--- config.mk ---
export PLATFORM = sky130hd
export DESIGN_NAME = deflection_protection_sequencer
export DESIGN_NICKNAME = d
export VERILOG_FILES = /design/src/shared/dps_pkg.sv /design/src/hdl/dps_protect_latch.sv /design/src/hdl/dps_step_timer.sv /design/src/hdl/deflection_protection_sequencer.sv
export VERILOG_INCLUDE_DIRS = /design/src /design/src/shared
export SDC_FILE = /design/constraint.sdc
export NUM_CORES = 1
export LEC_CHECK = 0
export BUFFER_PORTS_ARGS = -buffer_cell sky130_fd_sc_hd__buf_2
export CAP_MARGIN = 20
export CORE_MARGIN = 5
export CORE_UTILIZATION = 56
export DETAILED_ROUTE_END_ITERATION = 8
export HOLD_SLACK_MARGIN = 0.15
export PLACE_DENSITY = 0.79
export SLEW_MARGIN = 10
export SYNTH_ARGS = -nofsm -noshare
export SYNTH_HDL_FRONTEND = slang
export SYNTH_HIERARCHICAL = 1
export SYNTH_SLANG_ARGS = --single-unit
--- constraint.sdc ---
create_clock -name ref_clk -period 4.8 [get_ports ref_clk]
set_input_delay 0.96 -clock ref_clk [delete_from_list [all_inputs] [get_ports ref_clk]]
set_output_delay 0.96 -clock ref_clk [all_outputs]
set_load 0.02 [all_outputs]
--- src/shared/dps_params.svh ---
`ifndef DPS_PARAMS_SVH
`define DPS_PARAMS_SVH

// Clock period and soft-start step spacing
`define DPS_CLK_PERIOD_NS   20
`define DPS_STEP_TIME_US    10
`define DPS_STEP_CYCLES     ((`DPS_STEP_TIME_US * 1000) / `DPS_CLK_PERIOD_NS)
`define DPS_CNT_W           16

// Control byte field positions
`define DPS_CTRL_SOFT_START_BIT_BIT 0

// Reset values
`define DPS_SOFT_START_BIT_RST      1'b0

`endif

--- src/shared/dps_pkg.sv ---
package dps_pkg;

    // Supply and fault conditions from the analog front end
    typedef struct packed {
        logic supplyAbove83;
        logic supplyAbove81;
        logic xrayTrigger;
        logic xraySelHigh;
        logic loopPinGrounded;
    } dps_fault_type;

    // Control-register write from the serial-bus slave
    typedef struct packed {
        logic       wrValid;
        logic       softStartWr;
        logic       softStartVal;
    } dps_ctrl_type;

    // Gated output enables
    typedef struct packed {
        logic horizDriveEn;
        logic bplusDriveEn;
        logic vertOutAEn;
        logic vertOutBEn;
        logic syncUnlockEn;
        logic clampBlankForce;
        logic loopDischarge;
    } dps_outs_type;

    // Soft-start sequence states, one-hot
    typedef enum logic [5:0] {
        DPS_ST_STANDBY = 6'h01,
        DPS_ST_VERT    = 6'h02,
        DPS_ST_HORIZ   = 6'h04,
        DPS_ST_BPLUS   = 6'h08,
        DPS_ST_RUN     = 6'h10,
        DPS_ST_PROT    = 6'h20
    } dps_state_type;

endpackage

--- src/hdl/dps_protect_latch.sv ---
`timescale 1ns/1ps
module dps_protect_latch (
    input  wire logic                  ref_clk,
    input  wire logic                  srst,
    input  wire dps_pkg::dps_fault_type faults,
    input  wire logic                  running,
    output logic                       softCause,
    output logic                       xrayHold
);
    import dps_pkg::*;

    logic xrayHold_r;
    logic xrayHold_nxt;

    // Resistor-selected x-ray latch holds until supply drops out
    always_comb begin
        xrayHold_nxt = xrayHold_r;
        if (!faults.supplyAbove83 && !faults.supplyAbove81) begin
            xrayHold_nxt = 1'b0;
        end
        if (faults.xrayTrigger && faults.xraySelHigh) begin
            xrayHold_nxt = 1'b1;
        end
    end

    always_ff @(posedge ref_clk) begin
        if (srst) begin
            xrayHold_r <= 1'b0;
        end else begin
            xrayHold_r <= xrayHold_nxt;
        end
    end

    // Causes that clear the soft-start bit
    assign softCause = faults.xrayTrigger || xrayHold_r || (running && !faults.supplyAbove81);
    assign xrayHold  = xrayHold_r;
endmodule

--- src/hdl/dps_step_timer.sv ---
`timescale 1ns/1ps
`include "dps_params.svh"
module dps_step_timer (
    input  wire logic ref_clk,
    input  wire logic srst,
    input  wire logic restart,
    output logic      stepDone
);
    logic [`DPS_CNT_W-1:0] cnt_r;
    logic [`DPS_CNT_W-1:0] cnt_nxt;

    // Counts one soft-start step interval
    always_comb begin
        if (restart) begin
            cnt_nxt = '0;
        end else if (cnt_r != `DPS_CNT_W'(`DPS_STEP_CYCLES - 1)) begin
            cnt_nxt = cnt_r + `DPS_CNT_W'(1);
        end else begin
            cnt_nxt = cnt_r;
        end
    end

    always_ff @(posedge ref_clk) begin
        if (srst) begin
            cnt_r <= '0;
        end else begin
            cnt_r <= cnt_nxt;
        end
    end

    // Compare on the count only, so the sequencer's next state never loops back through restart
    assign stepDone = (cnt_r == `DPS_CNT_W'(`DPS_STEP_CYCLES - 1));
endmodule

--- src/hdl/deflection_protection_sequencer.sv ---
`timescale 1ns/1ps
`include "dps_params.svh"
module deflection_protection_sequencer (
    input  wire logic                   ref_clk,
    input  wire logic                   srst,
    input  wire dps_pkg::dps_fault_type faults,
    input  wire dps_pkg::dps_ctrl_type  ctrl,
    output logic                        busAck,
    output logic                        regLoadEn,
    output logic                        soft_start_bit,
    output dps_pkg::dps_outs_type       outs,
    output dps_pkg::dps_state_type      seqState
);
    import dps_pkg::*;

    logic          softStart_r;
    logic          softStart_nxt;
    logic          dataSeen_r;
    logic          dataSeen_nxt;
    dps_state_type state_r;
    dps_state_type state_nxt;
    dps_outs_type  outs_r;
    dps_outs_type  outs_nxt;
    logic          softCause;
    logic          xrayHold;
    logic          stepDone;
    logic          restart;
    logic          supplyOk;
    logic          running;

    assign supplyOk = faults.supplyAbove83;
    assign running  = (state_r != DPS_ST_STANDBY) && (state_r != DPS_ST_PROT);

    dps_protect_latch uLatch (
        .ref_clk   (ref_clk),
        .srst      (srst),
        .faults    (faults),
        .running   (running),
        .softCause (softCause),
        .xrayHold  (xrayHold)
    );

    assign restart = (state_nxt != state_r);

    dps_step_timer uTimer (
        .ref_clk  (ref_clk),
        .srst     (srst),
        .restart  (restart),
        .stepDone (stepDone)
    );

    // Acknowledge and register loading only with adequate supply
    assign busAck    = ctrl.wrValid && supplyOk;
    assign regLoadEn = supplyOk;

    // Soft-start bit and first-data flag
    always_comb begin
        softStart_nxt = softStart_r;
        dataSeen_nxt  = dataSeen_r;
        if (busAck) begin
            dataSeen_nxt = 1'b1;
        end
        if (ctrl.wrValid && ctrl.softStartWr && supplyOk) begin
            softStart_nxt = ctrl.softStartVal;
        end
        if (softCause) begin
            softStart_nxt = 1'b0;
        end
        if (!supplyOk && !(running && faults.supplyAbove81)) begin
            softStart_nxt = 1'b0;
        end
        if (!faults.supplyAbove81) begin
            dataSeen_nxt  = 1'b0;
        end
    end

    always_ff @(posedge ref_clk) begin
        if (srst) begin
            softStart_r <= `DPS_SOFT_START_BIT_RST;
            dataSeen_r  <= 1'b0;
        end else begin
            softStart_r <= softStart_nxt;
            dataSeen_r  <= dataSeen_nxt;
        end
    end

    // Sequencer: standby, ordered release, run, protection
    always_comb begin
        state_nxt = state_r;
        unique case (state_r)
            DPS_ST_STANDBY: begin
                if (softStart_r && dataSeen_r && supplyOk && !faults.loopPinGrounded) begin
                    state_nxt = DPS_ST_VERT;
                end
            end
            DPS_ST_VERT: begin
                if (stepDone) begin
                    state_nxt = DPS_ST_HORIZ;
                end
            end
            DPS_ST_HORIZ: begin
                if (stepDone) begin
                    state_nxt = DPS_ST_BPLUS;
                end
            end
            DPS_ST_BPLUS: begin
                if (stepDone) begin
                    state_nxt = DPS_ST_RUN;
                end
            end
            DPS_ST_RUN: begin
            end
            DPS_ST_PROT: begin
                // Protection holds until a fresh soft start, or until the loop pin alone is released
                if (softStart_r && dataSeen_r && !faults.loopPinGrounded && !softCause && supplyOk) begin
                    state_nxt = DPS_ST_VERT;
                end
            end
            default: begin
                state_nxt = DPS_ST_PROT;
            end
        endcase
        if (running && (softCause || faults.loopPinGrounded || !softStart_r)) begin
            state_nxt = DPS_ST_PROT;
        end
    end

    // Output enables follow the sequence state
    always_comb begin
        outs_nxt = '0;
        unique case (state_nxt)
            DPS_ST_VERT: begin
                outs_nxt.vertOutAEn = 1'b1;
                outs_nxt.vertOutBEn = 1'b1;
            end
            DPS_ST_HORIZ: begin
                outs_nxt.vertOutAEn   = 1'b1;
                outs_nxt.vertOutBEn   = 1'b1;
                outs_nxt.horizDriveEn = 1'b1;
            end
            DPS_ST_BPLUS: begin
                outs_nxt.vertOutAEn   = 1'b1;
                outs_nxt.vertOutBEn   = 1'b1;
                outs_nxt.horizDriveEn = 1'b1;
                outs_nxt.bplusDriveEn = 1'b1;
            end
            DPS_ST_RUN: begin
                outs_nxt.vertOutAEn   = 1'b1;
                outs_nxt.vertOutBEn   = 1'b1;
                outs_nxt.horizDriveEn = 1'b1;
                outs_nxt.bplusDriveEn = 1'b1;
                outs_nxt.syncUnlockEn = 1'b1;
            end
            DPS_ST_PROT: begin
                outs_nxt.clampBlankForce = 1'b1;
                outs_nxt.loopDischarge   = 1'b1;
            end
            default: begin
                outs_nxt.clampBlankForce = 1'b1;
            end
        endcase
    end

    always_ff @(posedge ref_clk) begin
        if (srst) begin
            state_r <= DPS_ST_STANDBY;
            outs_r  <= '0;
        end else begin
            state_r <= state_nxt;
            outs_r  <= outs_nxt;
        end
    end

    assign soft_start_bit = softStart_r;
    assign outs           = outs_r;
    assign seqState       = state_r;

    // Helper for output-gating checks
    logic anyDrive;
    assign anyDrive = outs_r.horizDriveEn | outs_r.bplusDriveEn | outs_r.vertOutAEn
                    | outs_r.vertOutBEn | outs_r.syncUnlockEn;

    // Cycles spent in the current sequence state, for step-spacing checks
    logic [`DPS_CNT_W-1:0] stateAge_r;
    logic [`DPS_CNT_W-1:0] stateAge_nxt;

    // Restarts on every state change, saturates at all ones
    always_comb begin
        if (state_nxt != state_r) begin
            stateAge_nxt = '0;
        end else if (stateAge_r != '1) begin
            stateAge_nxt = stateAge_r + `DPS_CNT_W'(1);
        end else begin
            stateAge_nxt = stateAge_r;
        end
    end

    always_ff @(posedge ref_clk) begin
        if (srst) begin
            stateAge_r <= '0;
        end else begin
            stateAge_r <= stateAge_nxt;
        end
    end
endmodule

==> metrics.cfg <==
[status]
status=finished, final reports clean

[clock_network]
cts_setup_buffers=0
h-tree-depth=2
post_cts_resized=0
clk_path_buf_depth=2
clkSinkCount=31
numCtsBuffers=5
cts_tree=yes
insertion_delay_ps=330
postCtsHoldBufs=0
cts.clk_slew.worst_paths_ps=100
clockRootBuffer=clkbuf_4

[route]
firstDrtPassIters=4
routed_wl_um=3559
ant_nets=0
drc=0
num_vias=1542
drtIter0Drc=108
viasPerCell=6.193
wl_per_cell_um=14.29

[finish]
nNetsFinal=229
area_delta_synth_final_pct=9.842
layout-drive-gt1-share=0.2202
insertedDiodeCount=0

[timing]
tightest_slew_ps=573.5
slew_violations=0
setup_viol=0
rsz0062_at_grt=false
holdWs_ps=505.5
max_freq_ghz=0.3086
relSlewSlack=0.6136
fin_worst_skew_ps=6.347
hold_viol_final=0
fin_tns_setup_ps=0
finalCritPeriodShare=0.6751
fin_crit_ps=3241

[grt]
antenna_found_initial=0
grt_first_pass_wirelength_um=5954
grt_max_degree=17
grt_pass1_vias=1340
grt-ovfl-total=0
grt_usage=0.1795

[die]
dieHeight_um=64.53
dieArea_sq_mm=0.004164
start_util=0.5937
core.rowCount=19
fp.coreArea_sq_mm=0.002805
die_width_um=64.53
pin_count=26

[critical_path]
cp-start-kind=flop
crit_fanout=16
crit_arrival_ps=3500
crit_top_cell=inv_1
cp-end-kind=flop
slowest_stage=nor4_2
slowest_delay_ps=550
cp.required_ps=5060
critPathKind=flop to flop
worstPathCellList=nor4_2 > o21a_2 > inv_1 > inv_1 > o21ai_0 > and4bb_2 > a31oi_2 > nor4_1 > o311ai_0 > or2_2 > a21oi_1

[synthesis]
synth_area_sq_mm=0.001665
yosys_warnings=6
yosysSeqAreaShare=0.3727
syn_nets=207
synth_cell_type_count=52
syn_area_per_cell_sq_um=8.540
synth_seq_cells=31
synth-edff-count=0
async_flop_share=0
synth_cells=195
ys.flop_type=dfxtp_1

[power]
max-vdd-ir-drop_mv=0.2221
p_per_area_mw_per_mm2=305.3
finalPower_uw=558.4
p_leak_nw=0.6796

[placement]
port_buffers=25
gp_congestion=0.9508
dp_hpwl_um=2627

[flow_run]
drv_cap=0

[min_path]
hold_path_class=flop to flop

flip-flops by register name, summed over array words and instances (netlist names):
signal and cells:
dataSeen_r 1, outs 6, seqState 6, soft_start_bit 1, uLatch/xrayHold 1, uTimer/cnt_r 16
per-layer routing:
layer  GRT usage  routed length [um]
met2      0.3247                1883
met1      0.1994                1443
met4     0.06596                  70
met5           0                   0
met3     0.05181                 163
metrics by stage:
stage	instance area (sq um)	instances	setup WS [ps]	utilization
2_1_floorplan	1665	195	1362	-
3_3_place_gp	1760	241	1780	0.6276
3_5_place_dp	1760	241	1621	0.6276
4_1_cts	1829	249	1593	0.6521
5_1_grt	1829	249	1251	0.6521
6_report	1829	249	1559	0.6521
synth_stat cells (all sizes together), types with 2 or more instances:
library cell  count  area (sq um)
a21oi            16         80.08
a31oi             3         25.02
and4bb            2         25.02
buf               5         42.53
clkbuf            4         15.01
dfxtp            31         620.6
ha                2         25.02
inv              10         37.54
mux2              2         22.52
mux2i             2         20.02
nand2            10         40.04
nand3             8         40.04
nand3b            2         15.01
nand4b            3         26.28
nor2             20         75.07
nor2b             3         18.77
nor3              4         20.02
nor3b             3         22.52
nor4             10         75.07
nor4b             3         32.53
o211ai            2         20.02
o21ai            12         60.05
o22a              2         17.52
or2               2         12.52
or3               8         50.05
xnor2             8         70.07
xor2              2         17.52
worst max-delay path, delay by kind of cell, from the launching register on:
kind | cells | cell delay, ps
AOI/OAI and AO/OA | 5 | 900
buffers and inverters | 2 | 120
DFF | 1 | 480
and+or+nand+nor | 4 | 1660
final timing paths:
path / depth (start not counted) / start / slack (ps) / endpoint
setup reg to reg: 11 / seqState[1] / 1560 / uTimer/cnt_r[15]
setup / recovery: 11 / seqState[1] / 1560 / uTimer/cnt_r[15]
hold / removal: 2 / dataSeen_r / 510 / dataSeen_r
hold reg to reg: 2 / dataSeen_r / 510 / dataSeen_r
cells in the final DEF (no fill, tap or decap), types with 3 or more instances in the layout:
cell,n
a21oi_1,16
buf_2,25
clkbuf_4,5
dfxtp_1,31
inv_1,10
nand2_1,9
nand3_1,8
nand4b_1,3
nor2_1,20
nor2b_1,3
nor3_1,4
nor3b_1,3
nor4_1,8
o21ai_0,11
or3_1,8
xnor2_1,8
cell type report:
type                       count  area (sq um)
clock buffer                   8         68.82
fill                         239         975.9
inverter                      10         37.54
multi-input combinational    144         938.4
sequential                    31         620.6
tap                           31         38.79
timing repair buffer          25         125.1
power by group:
group	total [mW]	switching [mW]	internal, mW
Combinational	0.104	0.0627	0.0410
Clock	0.172	0.0863	0.0861
Sequential	0.282	0.0141	0.268
cell families after synthesis:
logic type / count (synthesis) / share of synthesized area
flip-flops: 31 / 0.3727
XOR/XNOR: 10 / 0.05260
multiplexers: 4 / 0.02554
adder cells (fa/ha/maj): 2 / 0.01502
AND/OR/NAND/NOR: 86 / 0.3133
buffers and inverters: 20 / 0.06385
AO/OA/AOI/OAI: 42 / 0.1570
Power figures use the tool's default switching activity.
